File: src/hdl/rcs_pkg.sv
// Package for the reset-cause and core status block.
// Assumes a single core clock and an APB register slave.
package rcs_pkg;

	// ==========================================================
	// Register map (byte addresses, one aligned word each)
	localparam logic [11:0] OFS_POWER_RESET_CAUSE = 12'h000;
	localparam logic [11:0] OFS_CORE_STATUS       = 12'h004;
	localparam logic [11:0] OFS_CAUSE_CTRL        = 12'h008;
	localparam logic [11:0] OFS_PC_START          = 12'h00c;
	localparam logic [11:0] OFS_WAKE_SOURCE       = 12'h010;

	// ==========================================================
	// Field positions, power control register
	localparam int PCR_PARITY_MIRROR = 7;
	localparam int PCR_PARITY_FAULT  = 2;
	localparam int PCR_POWER_ON      = 1;
	localparam int PCR_BROWNOUT      = 0;

	// Field positions, core status register
	localparam int CST_INDIRECT_BANK = 7;
	localparam int CST_BANK_HI       = 6;
	localparam int CST_BANK_LO       = 5;
	localparam int CST_WDOG_EXPIRY   = 4;
	localparam int CST_SLEEP_ENTERED = 3;
	localparam int CST_ZERO          = 2;
	localparam int CST_NIBBLE_CARRY  = 1;
	localparam int CST_CARRY         = 0;

	// ==========================================================
	// Reset values and vectors
	localparam logic [7:0]  PCR_RESET       = 8'h00;
	localparam logic [7:0]  CST_RESET       = 8'h18;
	localparam logic [12:0] PC_RESET_VECTOR = 13'h0000;
	localparam logic [12:0] PC_INT_VECTOR   = 13'h0004;
	// Wake-up flag bits: interrupt register / peripheral register
	localparam int WAKE_INT_BIT   = 1;
	localparam int WAKE_TIMER_BIT = 0;

	// Reset/initialisation classes
	typedef enum logic [1:0] {
		RCS_CLASS_NONE  = 2'b00,
		RCS_CLASS_POWER = 2'b01,
		RCS_CLASS_WARM  = 2'b11,
		RCS_CLASS_WAKE  = 2'b10
	} rcs_class_e;

	// ALU operation kinds for flag update
	typedef enum logic [2:0] {
		RCS_ALU_NONE  = 3'h0,
		RCS_ALU_ADD   = 3'h1,
		RCS_ALU_SUB   = 3'h2,
		RCS_ALU_LOGIC = 3'h3,
		RCS_ALU_RLF   = 3'h4,
		RCS_ALU_RRF   = 3'h5
	} rcs_alu_e;

	// Reset-source event strobes (one-cycle pulses)
	typedef struct packed {
		logic power_on;
		logic brownout;
		logic parity;
		logic pin_reset_run;
		logic pin_reset_sleep;
		logic wdog_reset;
		logic wdog_wake;
		logic int_wake;
	} rcs_event_s;

	// ALU operand interface
	typedef struct packed {
		rcs_alu_e   op;
		logic [7:0] a;
		logic [7:0] b;
	} rcs_alu_s;

	// Whole state of the block
	typedef struct packed {
		logic [7:0]  pcr;
		logic [7:0]  cst;
		logic [12:0] pc_start;
		logic        pc_load;
		rcs_class_e  rclass;
		logic [1:0]  wake_src;
	} rcs_state_s;

endpackage : rcs_pkg

File: src/hdl/rcs_core.sv
// Reset-cause recording and core status register block.
// Assumes reset sources arrive as one-cycle strobes synchronous to pclk,
// and that the core samples pc_start when pc_load pulses.
//
// How it works
// RULE_01: Power control bits 6:3 read zero.
// RULE_02: Bit 7 mirrors parity-check config, read-only.
// RULE_03: Parity reset clears fault flag; power-on sets.
// RULE_04: Software writes fault flag; kept until parity.
// RULE_05: Power-on flag cleared only by power-on.
// RULE_06: Software sets power-on flag; zero means power-on.
// RULE_07: Brown-out reset clears brownout flag.
// RULE_08: Software arms brownout flag; don't-care if disabled.
// RULE_09: Expiry flag set by power, clear, sleep.
// RULE_10: Sleep flag set by power/clear; sleep clears.
// RULE_11: Wake continues at PC+1, vector if enabled.
// RULE_12: Wake-up leaves source flag set.
// RULE_13: Three initialisation classes for reset kinds.
// RULE_14: Unimplemented reset status bits read zero.
// RULE_15: Unchanged cause bits keep their set value.
// RULE_16: Indirect bank bit picks banks 2-3 or 0-1.
// RULE_17: Two-bit field picks one of four banks.
// RULE_18: Small variants keep indirect bank bit clear.
// RULE_19: Zero flag follows zero result.
// RULE_20: Nibble carry from bit 3, inverted for subtract.
// RULE_21: Carry from MSB; subtract adds two's complement.
// RULE_22: Rotates load carry from source edge bit.
// RULE_23: Non-wake resets start program at zero.
`timescale 1ns/1ps

module rcs_core #(
	parameter logic HAS_BROWNOUT = 1'b1,   // Variant has brown-out detection
	parameter logic HAS_PARITY   = 1'b1,   // Variant has parity-error reset
	parameter logic HAS_HI_BANKS = 1'b1    // Variant has banks 2 and 3
) (
	input  wire logic                  pclk,
	input  wire logic                  presetn,
	input  wire logic                  psel,
	input  wire logic                  penable,
	input  wire logic                  pwrite,
	input  wire logic [11:0]           paddr,
	input  wire logic [31:0]           pwdata,
	input  wire logic [3:0]            pstrb,
	output logic      [31:0]           prdata,
	output logic                       pready,
	output logic                       pslverr,
	input  wire rcs_pkg::rcs_event_s   reset_event,
	input  wire logic                  parity_check_enable_mirror,
	input  wire logic                  brownout_config_enable,
	input  wire logic                  watchdog_clear_instr,
	input  wire logic                  sleep_instr,
	input  wire logic                  global_interrupt_enable,
	input  wire logic [12:0]           pc_current,
	input  wire rcs_pkg::rcs_alu_s     alu_in,
	output logic      [7:0]            alu_result,
	output logic      [12:0]           pc_start,
	output logic                       pc_load,
	output rcs_pkg::rcs_class_e        init_class,
	output logic                       interrupt_control_reg_flag,
	output logic                       peripheral_flag_reg1_flag,
	output logic      [8:0]            indirect_base,
	output logic      [8:0]            direct_base
);

	// ==========================================================
	// State registers
	rcs_pkg::rcs_state_s state_q;   // Registered state
	rcs_pkg::rcs_state_s state_d;   // Next state

	// ==========================================================
	// Bus decode
	logic        wr_en;     // Write accepted this cycle
	logic        rd_en;     // Read accepted this cycle
	logic        addr_ok;   // Address hits a mapped register
	logic [7:0]  pcr_view;  // Power control as software reads it
	logic [8:0]  sum9;      // Full-width ALU sum
	logic [4:0]  sum5;      // Low-nibble sum
	logic [7:0]  b_eff;     // Second operand after negation
	logic        cin;       // Carry in for subtract

	// Zero wait states: every access completes in its first access cycle
	assign pready  = 1'b1;
	assign wr_en   = psel & penable & pwrite;
	assign rd_en   = psel & penable & ~pwrite;
	assign addr_ok = (paddr == rcs_pkg::OFS_POWER_RESET_CAUSE)
	               | (paddr == rcs_pkg::OFS_CORE_STATUS)
	               | (paddr == rcs_pkg::OFS_CAUSE_CTRL)
	               | (paddr == rcs_pkg::OFS_PC_START)
	               | (paddr == rcs_pkg::OFS_WAKE_SOURCE);
	// Unmapped addresses answer with an error, no side effects
	assign pslverr = psel & penable & ~addr_ok;

	// ==========================================================
	// Read view: mirror is live, middle bits zero, absent bits zero
	always_comb begin
		pcr_view = 8'h00;                                       // RULE_01
		pcr_view[rcs_pkg::PCR_PARITY_MIRROR] =
			parity_check_enable_mirror;                         // RULE_02
		pcr_view[rcs_pkg::PCR_PARITY_FAULT] =
			state_q.pcr[rcs_pkg::PCR_PARITY_FAULT] & HAS_PARITY; // RULE_14
		pcr_view[rcs_pkg::PCR_POWER_ON] =
			state_q.pcr[rcs_pkg::PCR_POWER_ON];
		// Brown-out flag is meaningless with detection off
		pcr_view[rcs_pkg::PCR_BROWNOUT] =
			state_q.pcr[rcs_pkg::PCR_BROWNOUT] & HAS_BROWNOUT; // RULE_14 RULE_08
	end

	// ==========================================================
	// ALU flag arithmetic: subtract adds the two's complement
	always_comb begin
		cin   = (alu_in.op == rcs_pkg::RCS_ALU_SUB);             // RULE_21
		b_eff = cin ? ~alu_in.b : alu_in.b;                      // RULE_21
		sum9  = {1'b0, alu_in.a} + {1'b0, b_eff} + {8'h00, cin};
		sum5  = {1'b0, alu_in.a[3:0]} + {1'b0, b_eff[3:0]}
		      + {4'h0, cin};
	end

	// ==========================================================
	// Next-state logic
	always_comb begin
		state_d          = state_q;
		state_d.pc_load  = 1'b0;
		state_d.rclass   = rcs_pkg::RCS_CLASS_NONE;
		alu_result       = 8'h00;

		// Software writes: flags are written to one after a reset
		if (wr_en && paddr == rcs_pkg::OFS_POWER_RESET_CAUSE && pstrb[0]) begin
			state_d.pcr[2:0] = pwdata[2:0];                  // RULE_04 RULE_06
		end
		if (wr_en && paddr == rcs_pkg::OFS_CORE_STATUS && pstrb[0]) begin
			// Expiry and sleep flags are read-only
			state_d.cst[7:5] = pwdata[7:5];                           // RULE_17
			state_d.cst[2:0] = pwdata[2:0];
			// Small variants force the upper-bank bit clear
			if (!HAS_HI_BANKS) begin
				state_d.cst[rcs_pkg::CST_INDIRECT_BANK] = 1'b0;       // RULE_18
			end
		end
		if (wr_en && paddr == rcs_pkg::OFS_WAKE_SOURCE && pstrb[0]) begin
			// Write one to clear a wake-source flag
			state_d.wake_src = state_q.wake_src & ~pwdata[1:0];
		end

		// ALU flag updates
		unique case (alu_in.op)
			rcs_pkg::RCS_ALU_ADD, rcs_pkg::RCS_ALU_SUB: begin
				alu_result = sum9[7:0];
				state_d.cst[rcs_pkg::CST_CARRY]        = sum9[8];  // RULE_21
				state_d.cst[rcs_pkg::CST_NIBBLE_CARRY] = sum5[4];  // RULE_20
				state_d.cst[rcs_pkg::CST_ZERO] = (sum9[7:0] == 8'h00); // RULE_19
			end
			rcs_pkg::RCS_ALU_LOGIC: begin
				alu_result = alu_in.a;
				state_d.cst[rcs_pkg::CST_ZERO] = (alu_in.a == 8'h00); // RULE_19
			end
			rcs_pkg::RCS_ALU_RLF: begin
				alu_result = {alu_in.a[6:0], state_q.cst[rcs_pkg::CST_CARRY]};
				state_d.cst[rcs_pkg::CST_CARRY] = alu_in.a[7];       // RULE_22
			end
			rcs_pkg::RCS_ALU_RRF: begin
				alu_result = {state_q.cst[rcs_pkg::CST_CARRY], alu_in.a[7:1]};
				state_d.cst[rcs_pkg::CST_CARRY] = alu_in.a[0];       // RULE_22
			end
			default: begin
				alu_result = 8'h00;
			end
		endcase

		// Instruction effects on the reset-cause status bits
		if (watchdog_clear_instr) begin
			state_d.cst[rcs_pkg::CST_WDOG_EXPIRY]   = 1'b1;        // RULE_09
			state_d.cst[rcs_pkg::CST_SLEEP_ENTERED] = 1'b1;        // RULE_10
		end else if (sleep_instr) begin
			state_d.cst[rcs_pkg::CST_WDOG_EXPIRY]   = 1'b1;        // RULE_09
			state_d.cst[rcs_pkg::CST_SLEEP_ENTERED] = 1'b0;        // RULE_10
		end

		// Reset and wake events, highest priority last so they win
		// over software writes in the same cycle
		if (reset_event.int_wake) begin
			state_d.rclass  = rcs_pkg::RCS_CLASS_WAKE;               // RULE_13
			state_d.cst[4:3] = 2'b10;
			state_d.wake_src[rcs_pkg::WAKE_INT_BIT] = 1'b1;          // RULE_12
			state_d.pc_start = global_interrupt_enable
				? rcs_pkg::PC_INT_VECTOR : pc_current + 13'h0001;   // RULE_11
			state_d.pc_load = 1'b1;
		end
		if (reset_event.wdog_wake) begin
			state_d.rclass   = rcs_pkg::RCS_CLASS_WAKE;              // RULE_13
			state_d.cst[4:3] = 2'b00;
			state_d.wake_src[rcs_pkg::WAKE_TIMER_BIT] = 1'b1;        // RULE_12
			state_d.pc_start = pc_current + 13'h0001;               // RULE_11
			state_d.pc_load  = 1'b1;
		end
		// Pin and watchdog warm resets leave power control untouched
		if (reset_event.pin_reset_run) begin
			state_d.rclass = rcs_pkg::RCS_CLASS_WARM;                // RULE_13 RULE_15
			state_d.cst[7:5] = 3'b000;
		end
		if (reset_event.pin_reset_sleep) begin
			state_d.rclass = rcs_pkg::RCS_CLASS_WARM;                // RULE_13
			state_d.cst[7:3] = 5'b00010;
		end
		if (reset_event.wdog_reset) begin
			state_d.rclass = rcs_pkg::RCS_CLASS_WARM;                // RULE_13
			state_d.cst[7:3] = 5'b00001;                             // RULE_09
		end
		if (reset_event.parity && HAS_PARITY) begin
			state_d.rclass = rcs_pkg::RCS_CLASS_WARM;
			state_d.pcr[rcs_pkg::PCR_PARITY_FAULT] = 1'b0;            // RULE_03
		end
		if (reset_event.brownout && HAS_BROWNOUT && brownout_config_enable) begin
			state_d.rclass = rcs_pkg::RCS_CLASS_POWER;               // RULE_13
			state_d.cst[7:3] = 5'b00011;
			state_d.pcr[rcs_pkg::PCR_BROWNOUT] = 1'b0;               // RULE_07
		end
		if (reset_event.power_on) begin
			state_d.rclass = rcs_pkg::RCS_CLASS_POWER;               // RULE_13
			state_d.cst[7:3] = 5'b00011;                              // RULE_09 RULE_10
			state_d.pcr[rcs_pkg::PCR_POWER_ON]     = 1'b0;           // RULE_05
			state_d.pcr[rcs_pkg::PCR_PARITY_FAULT] = 1'b1;           // RULE_03
		end
		// Any non-wake reset restarts at address zero
		if (state_d.rclass == rcs_pkg::RCS_CLASS_POWER
		    || state_d.rclass == rcs_pkg::RCS_CLASS_WARM) begin
			state_d.pc_start = rcs_pkg::PC_RESET_VECTOR;             // RULE_23
			state_d.pc_load  = 1'b1;
		end

	end

	// Read data is combinational from the live view so the
	// zero-wait answer is correct in the access cycle itself
	always_comb begin
		prdata = 32'h0000_0000;
		if (rd_en) begin
			unique case (paddr)
				rcs_pkg::OFS_POWER_RESET_CAUSE: prdata = {24'h0, pcr_view};
				rcs_pkg::OFS_CORE_STATUS: prdata = {24'h0, state_q.cst};
				rcs_pkg::OFS_CAUSE_CTRL: prdata = {30'h0, state_q.rclass};
				rcs_pkg::OFS_PC_START: prdata = {19'h0, state_q.pc_start};
				rcs_pkg::OFS_WAKE_SOURCE: prdata = {30'h0, state_q.wake_src};
				default: prdata = 32'h0000_0000;
			endcase
		end
	end

	// ==========================================================
	// State register
	always_ff @(posedge pclk or negedge presetn) begin
		if (!presetn) begin
			state_q          <= '0;
			state_q.pcr      <= rcs_pkg::PCR_RESET;
			state_q.cst      <= rcs_pkg::CST_RESET;
			state_q.pc_start <= rcs_pkg::PC_RESET_VECTOR;
		end else begin
			state_q <= state_d;
		end
	end

	// ==========================================================
	// Outputs and bank decode
	assign pc_start   = state_q.pc_start;
	assign pc_load    = state_q.pc_load;
	assign init_class = state_q.rclass;
	assign interrupt_control_reg_flag =
		state_q.wake_src[rcs_pkg::WAKE_INT_BIT];
	assign peripheral_flag_reg1_flag =
		state_q.wake_src[rcs_pkg::WAKE_TIMER_BIT];
	// Indirect: bit selects 100h-1FFh or 00h-FFh
	assign indirect_base = {state_q.cst[rcs_pkg::CST_INDIRECT_BANK], 8'h00}; // RULE_16
	// Direct: two bits choose a 128-byte bank
	assign direct_base = {state_q.cst[6:5], 7'h00};                 // RULE_17

endmodule : rcs_core

File: config.mk
export PLATFORM = sky130hd
export DESIGN_NAME = rcs_core
export DESIGN_NICKNAME = d
export VERILOG_FILES = /design/src/hdl/rcs_pkg.sv /design/src/hdl/rcs_core.sv
export SDC_FILE = /design/constraint.sdc
export NUM_CORES = 1
export LEC_CHECK = 0
export BUFFER_PORTS_ARGS = -buffer_cell sky130_fd_sc_hd__buf_2
export CAP_MARGIN = 20
export CORE_UTILIZATION = 48
export CTS_BUF_LIST = sky130_fd_sc_hd__clkbuf_2
export CTS_CLUSTER_DIAMETER = 60
export DETAILED_ROUTE_END_ITERATION = 7
export PLACE_DENSITY_LB_ADDON = 0.2
export SLEW_MARGIN = 20
export SYNTH_ARGS = -nofsm -noshare
export SYNTH_HDL_FRONTEND = slang
export SYNTH_SLANG_ARGS = --single-unit
File: constraint.sdc
create_clock -name pclk -period 4.7 [get_ports pclk]
set_clock_uncertainty 0.05 [all_clocks]
set_input_delay 0.47 -clock pclk [delete_from_list [all_inputs] [get_ports pclk]]
set_output_delay 0.47 -clock pclk [all_outputs]
set_load 0.02 [all_outputs]
==> Flow_metrics.wiki <==
{| class="wikitable"
! Metric !! Value
|-
| Slack of the critical path || 1.14 ns
|-
| Number of unique standard cell types used by synthesis || 56
|-
| Die Span Y || 79.2 um
|-
| Maximum vdd ir drop || 0.119 mV
|-
| Number of placed cells counting well taps || 506
|-
| Synthesized netlist cell count || 356
|-
| Warnings, synthesis || 0
|-
| Cell area reported after detailed placement || 3190 um2
|-
| Initial core utilization || 0.507
|-
| Antenna fix cells || 0
|-
| Clock Sink Count || 29
|-
| Via-per-instance ratio || 5.18
|-
| Post-route standard cell area excluding fillers || 3250 um2
|-
| Register cell area after layout || 728 um2
|-
| Routability congestion estimate from global placement || 0.849
|-
| Number of vias in the routed layout || 2665
|-
| Count of endpoints failing setup in the final report || 0
|-
| Average wire length per cell after detail routing || 13.9 um
|-
| Top area cells in the synthesized netlist || dfrtp_1 24%, buf_4 14%, xor2_1 5.2%, mux2i_1 4.5%, nor2_1 4.2%
|-
| Worst Setup Start Kind || input port
|-
| Share of the synthesized area in the top cell type || 0.236
|-
| Final wirelength || 7140 um
|-
| Cell Area, Synth || 2860 um2
|-
| Number of buffers created by CTS || 5
|-
| Wire length of the first global-routing pass || 11500 um
|-
| Most used flip-flop cell after synthesis || dfrtp_1
|-
| PnR Total Power || 693 uW
|-
| Deepest clock path buffer count || 2
|-
| Outcome || finished clean
|-
| Highest Clock Rate || 281 MHz
|-
| Non-filler cells in the finished layout || 514
|-
| Top cell type by total area after synthesis || dfrtp_1
|-
| CP top delay family || buffers and inverters
|-
| GRT met1 Usage || 0.298
|-
| Seq/Total Area, Yosys || 0.254
|-
| DRT Pass-1 Iters || 4
|-
| Overall global routing resource usage || 0.236
|-
| IO Port Bufs || 111
|-
| Number of DRC violations after detailed routing || 0
|-
| Worst-path clk slew || 0.16 ns
|-
| Nature of the critical path endpoint || output port
|-
| Hold/Removal Path Class || input port to async pin
|-
| Leakage component of the power || 1.64 nW
|-
| Worst-case register-to-register setup slack || 3.63 ns
|-
| Normalized max-slew margin || 0.555
|-
| Buffers inserted during post-CTS setup optimization || 0
|-
| Fraction of registers with async set or reset after synthesis || 1.00
|-
| GR peak layer || met2
|-
| Detailed placer's ending HPWL || 5720 um
|-
| Transition time at the pin with the least slew margin || 0.667 ns
|-
| Final worst path period need || 3.56 ns
|-
| Post-cts hold buffer count || 0
|-
| Die boundary width || 79.2 um
|-
| Setup repair after global routing missed its margin || no
|-
| Number of primary I/O pins || 176
|-
| First-iteration detailed-routing DRC count || 151
|-
| Cell Chain, Critical Path || buf_2, nand2b_1, nor2_1, buf_4, xor2_1, inv_1, fa_1, nand2b_1, a21oi_1, xor2_1, a222oi_1, inv_1, buf_2
|-
| Crit path required time || 4.18 ns
|-
| Number of endpoints with negative hold slack in the final report || 0
|-
| Number of H-tree levels || 2
|-
| Clock root buffer || clkbuf_2
|-
| Number of buffer and inverter stages on the critical path || 5
|-
| Arrival time at the worst endpoint || 3.04 ns
|-
| Fin crit share || 0.758
|-
| Average instance area after synthesis || 8.04 um2
|-
| Clock latency of the later-clocked register in the worst-skew pair || 0.37 ns
|-
| Worst-path cell with the longest stage delay || fa_1
|-
| Area added between synthesis and finish || 13.7%
|-
| Maximum number of pins on one net before global-route repair || 30
|-
| Vias in the first global route || 2464
|-
| Area enclosed by the die boundary || 6270 um2
|-
| Max-capacitance violation count || 0
|-
| P per Cell Area || 213 nW/um2
|-
| Combined area of the multi-input logic cells || 1750 um2
|-
| Number of placement rows || 27
|-
| Post-cts resize count || 0
|-
| Placeable core region || 5640 um2
|-
| Final-report max-slew violation count || 0
|-
| Clock tree from TritonCTS || yes
|-
| Final nets || 549
|-
| Flip-flop and latch count after synthesis || 29
|-
| Count of flip-flops with a built-in enable after synthesis || 0
|-
| Fill cell instance count of the final layout || 564
|-
| Layout cell share with drive strength beyond 1 || 0.296
|-
| Residual antenna-violating net count after detailed routing || 0
|-
| Met2 track demand over resource in global routing || 0.405
|-
| Met3 GRT Util || 0.0529
|-
| Worst setup path class || input port to output port
|-
| Post-Route Setup TNS || 0 ns
|-
| Setup Slack @ Placement || 1.12 ns
|-
| Min Hold Slack || 0.0455 ns
|-
| Remaining global-route overflow || 0
|-
| Slowest cell delay on critical path || 0.43 ns
|-
| Largest fanout of any net on the critical path || 15
|-
| Initial antenna violation count || 0
|-
| Core utilization of the finished layout || 0.577
|}
placed cells by master (no fill, tap or decap), types with 6 or more instances in the layout:
cell,n
a21oi_1,17
buf_2,111
nand2_1,29
dfrtp_1,27
clkbuf_2,6
nand3_1,12
xor2_1,17
conb_1,35
xnor2_1,8
and3_1,7
nor3_1,11
mux2i_1,13
nor2_1,32
inv_1,14
ha_1,9
o21ai_0,19
per-layer routing:
layer | share of wire | up-vias
li1 | - | 1340
met3 | 0.066 | 9
met4 | 0.0091 | 0
met5 | 0 | -
met1 | 0.44 | 1219
met2 | 0.48 | 97
cells in the mapped netlist (4+ instances only):
library cell  count
dfrtp_1          27
ha_1              9
xnor2_1           8
nand3_1          12
a21oi_1          17
a22oi_1           5
inv_1            14
buf_4            53
nand2b_1          5
a21o_1            4
and3_1            7
mux2i_1          13
nand2_1          29
nor3_1           11
o21ai_0          19
nor4_1            4
clkbuf_1         13
xor2_1           17
nor2_1           32
state kept, by name, summed over array words and instances (netlist names):
register                    flops
direct_base                     2
pc_load                         1
pc_start                       13
interrupt_control_reg_flag      1
indirect_base                   1
peripheral_flag_reg1_flag       1
init_class                      2
pcr_view                        3
state_q                         5
logic make-up (layout without fill, tap and decap cells):
family / Yosys count / count (layout) / share of synthesized area
adders and majority gates: 10 / 10 / 0.0463
xor gates and xnor gates: 25 / 25 / 0.0765
muxes: 15 / 15 / 0.0612
AOI/OAI and AO/OA: 75 / 75 / 0.173
buffers and inverters: 82 / 135 / 0.178
DFF: 29 / 29 / 0.254
other: 2 / 35 / 0.00262
and+or+nand+nor: 118 / 118 / 0.208
worst paths after layout:
path / from / endpoint / cells past startpoint
min reg2reg: pc_start[9] / pc_start[9] / 2
min: presetn / pc_start[6] / 1
min in group pclk: reset_event[2] / state_q[22] / 2
max reg2reg: state_q[20] / state_q[20] / 3
max: alu_in[18] / alu_result[4] / 13
max in group asynchronous: presetn / direct_base[8] / 1
report_power, final:
| group | internal (mW) | switching (mW) |
|---|---|---|
| Sequential | 0.258 | 0.00685 |
| Combinational | 0.0940 | 0.151 |
| Clock | 0.0908 | 0.0917 |
| Total | 0.443 | 0.250 |
layout make-up:
class,count,area share
clock buffer,6,0.00923
clock inverter,2,0.0104
inverter,14,0.0162
multi-input combinational,278,0.537
sequential,29,0.224
tap,72,0.0277
timing repair buffer,113,0.175
No activity file was read; power rests on OpenSTA's default activity.
